**src/gpfp_pkg.sv**
```systemverilog
// Package for the eight-pin port: register indices, field layout, reset values and types.
// Assumes a 32-bit APB bus whose byte address is four times the register index.
//
// What this block does
// - Port slew bit set limits slew on all eight pins; clear disables it on all.
// - Pin invert bit inverts both the driven value and the sampled value.
// - Pull-up is on only when enabled and the pin is input-only.
// - Sense code 0x0 keeps the input buffer on and makes no event.
// - Sense code 0x1 flags both rising and falling sampled transitions.
// - Sense code 0x2 flags rising sampled transitions only.
// - Sense code 0x3 flags falling sampled transitions only.
// - Sense code 0x4 disables both the event and the input buffer.
// - Sense code 0x5 flags the pin while its sampled value is low.
// - With the input buffer off the sampled bit holds its old value.
// - Fast view accesses act exactly like the matching regular view accesses.
// - Fast view event flags sit at index 0x03 after drive, level, sampled.
// - Direction bit 1 enables the driver; 0 makes the pin input-only.
// - Direction does not touch the input buffer; only sense select does.
// - Output level reaches the pin only while the driver is enabled.
// - With the driver on and invert clear, level 0 drives low and level 1 drives high.
// - Writing 1s to the sampled-levels register toggles those output-level bits.
// - With invert clear and the buffer on, reading sampled levels gives 1 for a high pin and 0 for low.
// - An event flag sets when the pin matches its sense selection.
// - Writing 1 clears an event flag; writing 0 leaves it.
package gpfp_pkg;

    // ==========================================================
    // Geometry
    localparam int unsigned PIN_COUNT = 8;
    localparam int unsigned ADDR_W    = 12;

    // ==========================================================
    // Register indices (byte address is index times four)
    localparam logic [9:0] IDX_FAST_DRIVE_SELECT    = 10'h000;
    localparam logic [9:0] IDX_FAST_DRIVE_LEVEL     = 10'h001;
    localparam logic [9:0] IDX_FAST_SAMPLED_LEVELS  = 10'h002;
    localparam logic [9:0] IDX_FAST_EVENT_FLAGS     = 10'h003;
    localparam logic [9:0] IDX_PORT_SLEW_CONTROL    = 10'h00a;
    localparam logic [9:0] IDX_PAD_CONFIG_BASE      = 10'h010;
    localparam logic [9:0] IDX_REG_DRIVE_SELECT     = 10'h020;
    localparam logic [9:0] IDX_REG_DRIVE_LEVEL      = 10'h024;
    localparam logic [9:0] IDX_REG_SAMPLED_LEVELS   = 10'h028;
    localparam logic [9:0] IDX_REG_EVENT_FLAGS      = 10'h029;

    // ==========================================================
    // Field positions
    localparam int unsigned SLEW_LIMIT_BIT = 0;
    localparam logic [7:0]  PAD_CONFIG_RW_MASK = 8'h8f;

    // ==========================================================
    // Reset values
    localparam logic [7:0] RST_DRIVE_SELECT   = 8'h00;
    localparam logic [7:0] RST_DRIVE_LEVEL    = 8'h00;
    localparam logic [7:0] RST_SAMPLED_LEVELS = 8'h00;
    localparam logic [7:0] RST_EVENT_FLAGS    = 8'h00;
    localparam logic [7:0] RST_SLEW_CONTROL   = 8'h00;
    localparam logic [7:0] RST_PAD_CONFIG     = 8'h00;

    // ==========================================================
    // Sense select codes
    localparam logic [2:0] SENSE_OFF_BUFFER_ON   = 3'h0;
    localparam logic [2:0] SENSE_ANY_TRANSITION  = 3'h1;
    localparam logic [2:0] SENSE_RISING          = 3'h2;
    localparam logic [2:0] SENSE_FALLING         = 3'h3;
    localparam logic [2:0] SENSE_BUFFER_OFF      = 3'h4;
    localparam logic [2:0] SENSE_LOW_LEVEL       = 3'h5;

    // ==========================================================
    // Types
    typedef struct packed {
        logic       pad_invert_enable;
        logic [2:0] reserved;
        logic       pad_pull_high_enable;
        logic [2:0] sense_select;
    } gpfp_pad_config_s;

    typedef struct packed {
        logic [7:0] drive_value;
        logic [7:0] drive_off_n;
        logic [7:0] pull_high;
        logic [7:0] input_buffer_on;
        logic       slew_limit_enable;
    } gpfp_pad_ctrl_s;

    typedef enum logic [2:0] {
        SEL_NONE,
        SEL_DRIVE_SELECT,
        SEL_DRIVE_LEVEL,
        SEL_SAMPLED_LEVELS,
        SEL_EVENT_FLAGS,
        SEL_SLEW_CONTROL,
        SEL_PAD_CONFIG
    } gpfp_reg_sel_e;

endpackage

```
**src/gpfp_port.sv**
```systemverilog
// Eight-pin port: APB register slave, pad drive and pull control, input sampling and events.
// Assumes pad_in is already synchronous to pclk and the pad cells act on pad_ctrl.
`timescale 1ns/10ps

module gpfp_port
    import gpfp_pkg::*;
(
    // Clock and reset
    input  wire logic                  pclk,
    input  wire logic                  presetn,
    // APB slave
    input  wire logic                  psel,
    input  wire logic                  penable,
    input  wire logic                  pwrite,
    input  wire logic [ADDR_W-1:0]     paddr,
    input  wire logic [31:0]           pwdata,
    output logic      [31:0]           prdata,
    output logic                       pready,
    output logic                       pslverr,
    // Pads
    input  wire logic [PIN_COUNT-1:0]  pad_in,
    output gpfp_pad_ctrl_s             pad_ctrl,
    // Port request toward the interrupt controller
    output logic                       port_irq
);

    // ==========================================================
    // Address decode
    // Both views decode to the same storage, so fast and regular accesses cannot diverge.
    function automatic gpfp_reg_sel_e decode_sel(input logic [ADDR_W-1:0] addr);
        logic [9:0] idx;
        idx = addr[ADDR_W-1:2];
        decode_sel = SEL_NONE;
        if (addr[1:0] != 2'b00) begin
            decode_sel = SEL_NONE;
        end else if (idx == IDX_FAST_DRIVE_SELECT || idx == IDX_REG_DRIVE_SELECT) begin
            decode_sel = SEL_DRIVE_SELECT;
        end else if (idx == IDX_FAST_DRIVE_LEVEL || idx == IDX_REG_DRIVE_LEVEL) begin
            decode_sel = SEL_DRIVE_LEVEL;
        end else if (idx == IDX_FAST_SAMPLED_LEVELS || idx == IDX_REG_SAMPLED_LEVELS) begin
            decode_sel = SEL_SAMPLED_LEVELS;
        end else if (idx == IDX_FAST_EVENT_FLAGS || idx == IDX_REG_EVENT_FLAGS) begin
            decode_sel = SEL_EVENT_FLAGS;
        end else if (idx == IDX_PORT_SLEW_CONTROL) begin
            decode_sel = SEL_SLEW_CONTROL;
        end else if (idx >= IDX_PAD_CONFIG_BASE && idx < IDX_PAD_CONFIG_BASE + 10'd8) begin
            decode_sel = SEL_PAD_CONFIG;
        end
    endfunction

    // Reserved codes 0x6 and 0x7 behave like code 0x0.
    function automatic logic buffer_on(input logic [2:0] sense);
        buffer_on = (sense != SENSE_BUFFER_OFF);
    endfunction

    // ==========================================================
    // Storage
    logic [7:0]         drive_select_r;
    logic [7:0]         drive_select_nxt;
    logic [7:0]         drive_level_r;
    logic [7:0]         drive_level_nxt;
    logic [7:0]         sampled_r;
    logic [7:0]         sampled_nxt;
    logic [7:0]         event_flags_r;
    logic [7:0]         event_flags_nxt;
    logic [7:0]         slew_control_r;
    logic [7:0]         slew_control_nxt;
    gpfp_pad_config_s   pad_config_r   [PIN_COUNT];
    gpfp_pad_config_s   pad_config_nxt [PIN_COUNT];
    logic [31:0]        prdata_r;
    logic [31:0]        prdata_nxt;
    gpfp_pad_ctrl_s     pad_ctrl_r;
    gpfp_pad_ctrl_s     pad_ctrl_nxt;
    logic               irq_r;
    logic               irq_nxt;

    gpfp_reg_sel_e      sel;
    logic [2:0]         pin_idx;
    logic               wr_en;
    logic               rd_setup;
    logic [7:0]         wbyte;
    logic [7:0]         pad_now;
    logic [7:0]         buf_on;
    logic [7:0]         inv;
    logic [7:0]         hit;

    assign sel      = decode_sel(paddr);
    assign pin_idx  = paddr[4:2];
    assign wr_en    = psel && penable && pwrite && (sel != SEL_NONE);
    assign rd_setup = psel && !penable && !pwrite;
    assign wbyte    = pwdata[7:0];

    // ==========================================================
    // Per-pin sampling and event detection
    genvar g;
    generate
        for (g = 0; g < PIN_COUNT; g++) begin : g_pin
            assign inv[g]     = pad_config_r[g].pad_invert_enable;
            assign buf_on[g]  = buffer_on(pad_config_r[g].sense_select);
            assign pad_now[g] = pad_in[g] ^ inv[g];
            always_comb begin
                unique case (pad_config_r[g].sense_select)
                    SENSE_ANY_TRANSITION: hit[g] = pad_now[g] != sampled_r[g];
                    SENSE_RISING:         hit[g] = pad_now[g] && !sampled_r[g];
                    SENSE_FALLING:        hit[g] = !pad_now[g] && sampled_r[g];
                    SENSE_LOW_LEVEL:      hit[g] = !pad_now[g];
                    default:              hit[g] = 1'b0;
                endcase
            end
        end
    endgenerate

    // ==========================================================
    // Next register values
    always_comb begin
        drive_select_nxt = drive_select_r;
        drive_level_nxt  = drive_level_r;
        slew_control_nxt = slew_control_r;
        for (int i = 0; i < PIN_COUNT; i++) begin
            pad_config_nxt[i] = pad_config_r[i];
        end
        // Disabled buffers keep their last sampled value.
        sampled_nxt = (pad_now & buf_on) | (sampled_r & ~buf_on);
        event_flags_nxt = event_flags_r;
        if (wr_en) begin
            unique case (sel)
                SEL_DRIVE_SELECT:   drive_select_nxt = wbyte;
                SEL_DRIVE_LEVEL:    drive_level_nxt  = wbyte;
                SEL_SAMPLED_LEVELS: drive_level_nxt  = drive_level_r ^ wbyte;
                SEL_EVENT_FLAGS:    event_flags_nxt  = event_flags_r & ~wbyte;
                SEL_SLEW_CONTROL:   slew_control_nxt = wbyte & 8'h01;
                SEL_PAD_CONFIG:     pad_config_nxt[pin_idx] = wbyte & PAD_CONFIG_RW_MASK;
                default:            drive_select_nxt = drive_select_r;
            endcase
        end
        // A new event wins over a clear in the same cycle.
        event_flags_nxt = event_flags_nxt | (hit & buf_on);
        irq_nxt = |event_flags_nxt;
    end

    // Pad controls are computed from next values so they change with the register.
    always_comb begin
        logic [7:0] inv_nxt;
        inv_nxt = 8'h00;
        for (int i = 0; i < PIN_COUNT; i++) begin
            inv_nxt[i] = pad_config_nxt[i].pad_invert_enable;
            pad_ctrl_nxt.pull_high[i] = pad_config_nxt[i].pad_pull_high_enable
                                        && !drive_select_nxt[i];
            pad_ctrl_nxt.input_buffer_on[i] = buffer_on(pad_config_nxt[i].sense_select);
        end
        // Level only matters where the driver is on; the pad ignores it otherwise.
        pad_ctrl_nxt.drive_value = drive_level_nxt ^ inv_nxt;
        pad_ctrl_nxt.drive_off_n = ~drive_select_nxt;
        pad_ctrl_nxt.slew_limit_enable = slew_control_nxt[SLEW_LIMIT_BIT];
    end

    // Read data is captured in the setup cycle so it is stable through the access phase.
    always_comb begin
        prdata_nxt = prdata_r;
        if (rd_setup) begin
            prdata_nxt = 32'h0000_0000;
            unique case (sel)
                SEL_DRIVE_SELECT:   prdata_nxt[7:0] = drive_select_r;
                SEL_DRIVE_LEVEL:    prdata_nxt[7:0] = drive_level_r;
                SEL_SAMPLED_LEVELS: prdata_nxt[7:0] = sampled_r;
                SEL_EVENT_FLAGS:    prdata_nxt[7:0] = event_flags_r;
                SEL_SLEW_CONTROL:   prdata_nxt[7:0] = slew_control_r;
                SEL_PAD_CONFIG:     prdata_nxt[7:0] = pad_config_r[pin_idx];
                default:            prdata_nxt = 32'h0000_0000;
            endcase
        end
    end

    // ==========================================================
    // Registers
    always_ff @(posedge pclk or negedge presetn) begin
        if (!presetn) begin
            drive_select_r <= RST_DRIVE_SELECT;
            drive_level_r  <= RST_DRIVE_LEVEL;
            sampled_r      <= RST_SAMPLED_LEVELS;
            event_flags_r  <= RST_EVENT_FLAGS;
            slew_control_r <= RST_SLEW_CONTROL;
            for (int i = 0; i < PIN_COUNT; i++) begin
                pad_config_r[i] <= RST_PAD_CONFIG;
            end
            prdata_r       <= 32'h0000_0000;
            pad_ctrl_r     <= '{drive_value: 8'h00, drive_off_n: 8'hff, pull_high: 8'h00,
                                input_buffer_on: 8'hff, slew_limit_enable: 1'b0};
            irq_r          <= 1'b0;
        end else begin
            drive_select_r <= drive_select_nxt;
            drive_level_r  <= drive_level_nxt;
            sampled_r      <= sampled_nxt;
            event_flags_r  <= event_flags_nxt;
            slew_control_r <= slew_control_nxt;
            for (int i = 0; i < PIN_COUNT; i++) begin
                pad_config_r[i] <= pad_config_nxt[i];
            end
            prdata_r       <= prdata_nxt;
            pad_ctrl_r     <= pad_ctrl_nxt;
            irq_r          <= irq_nxt;
        end
    end

    // ==========================================================
    // Outputs
    assign prdata   = prdata_r;
    assign pready   = 1'b1;
    assign pslverr  = psel && penable && (sel == SEL_NONE);
    assign pad_ctrl = pad_ctrl_r;
    assign port_irq = irq_r;

endmodule // gpfp_port

```
**config.mk**
```make
export PLATFORM = sky130hd
export DESIGN_NAME = gpfp_port
export DESIGN_NICKNAME = d
export VERILOG_FILES = /design/src/gpfp_pkg.sv /design/src/gpfp_port.sv
export SDC_FILE = /design/constraint.sdc
export NUM_CORES = 1
export LEC_CHECK = 0
export ABC_AREA = 1
export BUFFER_PORTS_ARGS = -buffer_cell sky130_fd_sc_hd__buf_4
export CAP_MARGIN = 20
export CORE_ASPECT_RATIO = 1.75
export CORE_MARGIN = 3
export CORE_UTILIZATION = 52
export DETAILED_ROUTE_END_ITERATION = 10
export PLACE_DENSITY = 0.82
export SLEW_MARGIN = 20
export SYNTH_ARGS = -nofsm -noshare
export SYNTH_HDL_FRONTEND = slang
export SYNTH_SLANG_ARGS = --single-unit
```
**constraint.sdc**
```tcl
create_clock -name pclk -period 1.8 [get_ports pclk]
set_input_delay 0 -clock pclk [delete_from_list [all_inputs] [get_ports pclk]]
set_output_delay 0 -clock pclk [all_outputs]
set_load 0.05 [all_outputs]
```
==> impl_metrics.yaml, run 1 <==
final_layout:
  instances_no_fill: 1363
  post-route-util_pct: 70.2
  drive_gt1_share_pct: 26.6
  num-nets-final: 1243
  diodes: 0
  area.growth.synth_to_final_pct: 32.2
power:
  p_sw_uw: 2030
  power_per_cell_area_mw_per_mm2: 747
  ir_worst_vdd_uv: 573
  p_seq_share_pct: 42.3
  leakage_uw: 0.00529
  p_int_uw: 5510
  pwr-share-clk_pct: 46.9
  swShare_pct: 27.0
  comb_power_share_pct: 10.8
timing:
  slew_headroom_pct: 60.4
  skew_ns: 0.00983
  worst_slew_pin_slew_ns: 0.589
  slew_viol_final: 0
  setup_slack_ns: -0.170
  period_share_pct: 109
  hold_slack_ns: -0.00579
  finalSetupViolations: 1
  timing.fmax_mhz: 508
  period_needed_ns: 1.97
  hold_viol: 1
  rsz0062_at_grt: "true"
route:
  vias: 7579
  drt_iter0_markers: 881
  wirelength_mm: 24.2
  drc: 0
  routedWlPerCell_um: 17.8
  drt_pass1_iterations: 5
  via_per_inst: 5.56
  ant_nets: 0
setup_path:
  crit_fanout: 2
  path_cells: "xnor2_2 > inv_2 > ha_4 > o21ai_2 > o32ai_2 > nand2_1 > o41ai_4 > a21oi_2 > nand2_1 > nor2_2 > nand2_1"
  arrival_ns: 2.28
  r2r_slack_ns: -0.17
  slowest_stage: "dfrtp_1"
  endpoint_kind: "register"
  max_stage_delay_ns: 0.43
  crit_top_cell: "nand2_1"
  criticalPathCategory: "register to register"
  critPathRequiredTime_ns: 2.11
  startpoint_type: "register"
clock_network:
  clk_pin_slew_ns: 0.06
  insertion_delay_ns: 0.43
  max-clock-path-buffers: 2
  cts-root-buf: "clkbuf_16"
  cts_max_level: 4
  cts_buffers: 17
  cts_tree: "done"
  clock_sinks: 138
placed_design:
  gp_congestion: 0.950
  dp_hpwl_mm: 17.0
  io_buffers: 75
  dp_cells: 1312
floorplan:
  core_mm2: 0.0144
  ios: 125
  initial_core_util_pct: 53.2
  dieArea_mm2: 0.0162
  num_rows: 58
  die_h_um: 166
  die-width_um: 97.6
status:
  violations: "hold timing, setup timing"
  status: "complete, but fails checks"
yosys:
  avgSynthCellArea_um2: 7.83
  syn_inst: 975
  ys_seq_elements: 138
  yosys.area.top_type_share_pct: 40.0
  syn_area_mm2: 0.00764
  ys_seq_area_share_pct: 45.5
  yosys-top-cells-area: "dfrtp_1, nand2_1, inv_1, dfstp_2, nor2_1"
  synth_top_cell_by_area: "dfrtp_1"
  netlist-cell-type-count: 49
  yosys_warnings: 0
hold_path:
  hold_path_class: "input port to register"
grt:
  grt_pass1_wl_mm: 37.0
  overflow: 0
  grt_pass1_vias: 7448
  track_usage_pct: 29.1
  grt_max_degree: 48
  antenna_found_initial: 0
flow_run:
  drv_cap: 0
## cell type report
type                            instances  area, um^2
Clock buffer                           18         429
Inverter                              150         568
Multi-Input combinational cell        663        3590
Timing Repair Buffer                  200        1650
Tap cell                              180         225
Clock inverter                         14         164
Fill cell                            1080        4280
Sequential cell                       138        3470
## cell usage after synthesis (all sizes together)
| library cell | number |
|---|---|
| clkbuf | 9 |
| a2bb2oi | 1 |
| inv | 149 |
| nand4 | 7 |
| o32ai | 3 |
| ha | 16 |
| o2111ai | 2 |
| o211ai | 11 |
| o21a | 9 |
| buf | 38 |
| nand2 | 259 |
| a2111oi | 1 |
| or2 | 1 |
| xor2 | 1 |
| conb | 2 |
| dfrtp | 122 |
| o21ai | 67 |
| nor3 | 13 |
| xnor2 | 7 |
| a21oi | 57 |
| o41ai | 2 |
| and2 | 1 |
| a221oi | 2 |
| o21bai | 1 |
| o31ai | 1 |
| clkinv | 1 |
| dfstp | 16 |
| nand3 | 60 |
| and3 | 1 |
| a211oi | 1 |
| o22ai | 17 |
| nor2 | 96 |
| a21boi | 1 |
## routing by layer
| metal | track usage [%] | part of all wire (%) | up-vias |
|---|---|---|---|
| li1 | - | - | 3459 |
| met1 | 32.2 | 35 | 3506 |
| met2 | 49.8 | 50 | 459 |
| met3 | 3.99 | 6.8 | 155 |
| met4 | 22.1 | 8.3 | 0 |
| met5 | 0 | 0 | - |
## critical path: cells and delay by family (launching register included)
family	cells	cell delay, ns
AO/OA/AOI/OAI	4	0.53
AND/OR/NAND/NOR	4	0.45
flip-flops	1	0.43
XOR/XNOR	1	0.21
adder cells (fa/ha/maj)	1	0.16
buffers and inverters	1	0.08
## sequential cells by signal, indices dropped and copies added (netlist names), named ones only
signal          cells
pad_config_r       56
pad_ctrl           32
drive_level_r       8
drive_select_r      8
event_flags_r       8
inv                 8
prdata              8
port_irq            1
slew_control_r      1
## final timing paths
kind	from	endpoint	depth (start not counted)
setup / recovery	inv[6]	port_irq	11
hold / removal	pad_in[3]	register	4
setup reg to reg	inv[6]	port_irq	11
hold reg to reg	pad_config_r[14]	pad_config_r[14]	2
max in group asynchronous	presetn	pad_ctrl[1]	3
min in group asynchronous	presetn	pad_config_r[8]	2
## what timing repair did
action / CTS / global route
endpoints found under the setup margin: 3 / 51
gates resized for setup: 9 / 41
endpoints found under the hold margin: 179 / 0
pin swaps: 6 / 20
setup buffers: 2 / 2
hold buffers: 16 / 0
## metrics by stage
step           cell area [um^2]  hold slack, ns  power, uW  worst slack [ns]  setup TNS (ns)
3_3_place_gp               9080         -0.0680       3940            -0.284          -12.52
2_1_floorplan              7720          -0.296       3660            0.0244               0
6_report                  10100        -0.00579       7540            -0.170          -0.170
4_1_cts                    9890         0.00378       7500           -0.0309         -0.0309
5_1_grt                   10100          0.0152       7760            -0.240          -0.524
3_5_place_dp               9080         -0.0629       3950            -0.352          -17.64
## power groups by stage
stage | clock network (uW) | registers (uW) | logic (uW)
5_1_grt | 3700 | 3190 | 869
4_1_cts | 3560 | 3180 | 755
6_report | 3540 | 3190 | 814
2_1_floorplan | 0 | 3250 | 405
3_3_place_gp | 0 | 3240 | 703
3_5_place_dp | 0 | 3240 | 717
## placed cells by master (no fill, tap or decap), types with 5 or more instances in the layout
cell type      count
a21oi_1           47
a21oi_2           10
buf_12             8
buf_4            175
clkbuf_16         17
conb_1            25
dfrtp_1          122
dfstp_2           16
dlygate4sd3_1     16
ha_1              13
inv_1            138
inv_2              9
nand2_1          247
nand2_2            9
nand3_1           56
nand4_1            6
nor2_1            79
nor2_2             6
nor2_4            10
nor3_1             7
o211ai_1          11
o21a_1             9
o21ai_0           45
o21ai_1           17
o21ai_2            5
o22ai_1           17
xnor2_2            6
## logic make-up (layout without fill, tap and decap cells)
| family | count (synthesis) | in the layout | synth area share [%] |
|---|---|---|---|
| AOI/OAI and AO/OA | 176 | 176 | 13.3 |
| xor gates and xnor gates | 8 | 8 | 0.917 |
| adders and majority gates | 16 | 16 | 2.62 |
| buffers and inverters | 197 | 382 | 11.7 |
| DFF | 138 | 138 | 45.5 |
| other | 2 | 25 | 0.0983 |
| and+or+nand+nor | 438 | 438 | 25.9 |
Note: power is estimated with default switching activity, not from simulation.
==> run 2: changes to the inputs <==
- GPL_TIMING_DRIVEN: unset -> 0
==> impl_metrics.yaml, run 2 (synthesis gave the netlist of run 1 again) <==
status:
  status: "complete, but fails checks"
  violations: "setup timing"
timing:
  rsz0062_at_grt: "true"
  hold_viol: 0
  worst_slew_pin_slew_ns: 0.840
  slew_viol_final: 0
  timing.fmax_mhz: 503
  slew_headroom_pct: 43.5
  setup_slack_ns: -0.189
  period_needed_ns: 1.99
  finalSetupViolations: 1
  skew_ns: 0.00837
  period_share_pct: 111
  hold_slack_ns: 0.0148
final_layout:
  area.growth.synth_to_final_pct: 29.9
  instances_no_fill: 1332
  finalInstanceArea_mm2: 0.00992
  num-nets-final: 1212
  mostFrequentLayoutCells: "nand2_1, inv_1, buf_4"
  drive_gt1_share_pct: 24.7
  diodes: 0
  largest_reg_flops: 56
  final_common_cell: "nand2_1"
  fillCellCount: 1097
  largest-register: "pad_config_r"
power:
  swShare_pct: 25.8
  p_sw_uw: 1950
  comb_power_share_pct: 10.5
  ir_worst_vdd_uv: 626
  leakage_uw: 0.00514
  p_int_uw: 5600
  p_seq_share_pct: 42.3
  pwr-share-clk_pct: 47.2
  power_per_cell_area_mw_per_mm2: 761
route:
  vias: 7457
  ant_nets: 0
  drt_iter0_markers: 699
  drc: 0
  drt_pass1_iterations: 9
  via_per_inst: 5.60
  wirelength_mm: 23.7
  routedWlPerCell_um: 17.8
floorplan:
  die_h_um: 166
  dieArea_mm2: 0.0162
  initial_core_util_pct: 53.2
  die-width_um: 97.6
  ios: 125
  core_mm2: 0.0144
  num_rows: 58
grt:
  track_usage_pct: 28.1
  overflow: 0
  grt_max_degree: 91
  grt_pass1_vias: 7008
  antenna_found_initial: 0
  grt_pass1_wl_mm: 35.7
hold_path:
  hold_path_class: "input port to register"
  holdPathStages: 5
setup_path:
  slowest_stage: "dfrtp_2"
  startpoint_type: "register"
  criticalPathCategory: "register to register"
  path_depth: 10
  endpoint_kind: "register"
  path_cells: "xnor2_2 > inv_1 > ha_1 > a21oi_1 > o21ai_1 > a221oi_2 > a21oi_1 > nand2_2 > nor2_4 > nand2_2"
  crit_fanout: 3
  max_stage_delay_ns: 0.43
  worstRegToRegCells: 10
  cp.buffers_inverters: 1
  critPathRequiredTime_ns: 2.10
  path_delay_family: "compound AO/OA/AOI/OAI gates"
  arrival_ns: 2.29
placed_design:
  gp_congestion: 0.989
  io_buffers: 72
  dp_cells: 1251
  dp_hpwl_mm: 16.3
  place_area_mm2: 0.00852
clock_network:
  cts-root-buf: "clkbuf_16"
  max-clock-path-buffers: 2
  insertion_delay_ns: 0.42
  cts_tree: "done"
  clk_pin_slew_ns: 0.06
  clock_sinks: 138
  cts_buffers: 17
  cts_max_level: 4
flow_run:
  drv_cap: 0
==> run 2: cell types whose count changed in the layout (fill, tap and decap cells not counted), sizes merged <==
cell	delta
clkinv	-2
bufinv	+1
clkinvlp	+3
inv	-3
dlygate4sd3	-1
clkbuf	+13
buf	-42
==> run 2: repair_timing <==
action	in CTS	in global routing
hold buffers	13	2
pin swaps	12	29
endpoints found under the hold margin	158	8
setup buffers	12	19
endpoints found under the setup margin	71	92
cloned	0	3
resized for setup	26	66
==> run 2: layer usage <==
metal,track usage [%],vias to the layer above,part of all wire [%]
li1,-,3396,-
met1,31.4,3455,34
met2,48.7,467,50
met3,3.95,139,7.5
met4,19.8,0,8.0
met5,0,-,0
==> run 2: cell type report <==
cell class	instances	area [um^2]	share of cell area (%)
Clock inverter	13	168	1.69
Sequential cell	138	3480	35.1
Clock buffer	19	433	4.36
Multi-Input combinational cell	663	3640	36.7
Tap cell	180	225	2.27
Buffer	47	368	3.71
Timing Repair Buffer	122	1020	10.3
Inverter	150	583	5.88
==> run 2: worst reg2reg max path: stages (launching register included) <==
cell and delay (ns):
dfrtp_2 0.43, xnor2_2 0.18, inv_1 0.11, ha_1 0.29
a21oi_1 0.06, o21ai_1 0.19, a221oi_2 0.06, a21oi_1 0.21
nand2_2 0.10, nor2_4 0.17, nand2_2 0.08
==> run 2: final timing paths <==
check                                 start          endpoint  slack [ns]
max in group asynchronous           presetn            inv[3]        0.93
setup reg to reg                     inv[0]          port_irq       -0.19
hold / removal                         psel         prdata[3]        0.01
setup / recovery                     inv[0]          port_irq       -0.19
min in group asynchronous           presetn   pad_config_r[8]        0.07
hold reg to reg            pad_config_r[13]  pad_config_r[13]        0.47
==> run 2: stage by stage <==
step	power [uW]	TNS [ns]	worst slack, ns	util [%]
2_1_floorplan	3660	0	0.0244	-
3_3_place_gp	3890	-51.08	-0.744	59.1
3_5_place_dp	3910	-53.34	-0.750	59.3
4_1_cts	7480	-0.119	-0.115	65.9
5_1_grt	7770	-1.00	-0.292	69.0
6_report	7550	-0.189	-0.189	69.0
==> run 2: power by group through the flow <==
stage                     sequential, uW  combinational, uW  clock, uW
after floorplan                     3250                405          0
after global placement              3240                646          0
after detailed placement            3240                667          0
after CTS                           3190                725       3570
after global routing                3190                849       3730
final                               3190                793       3560
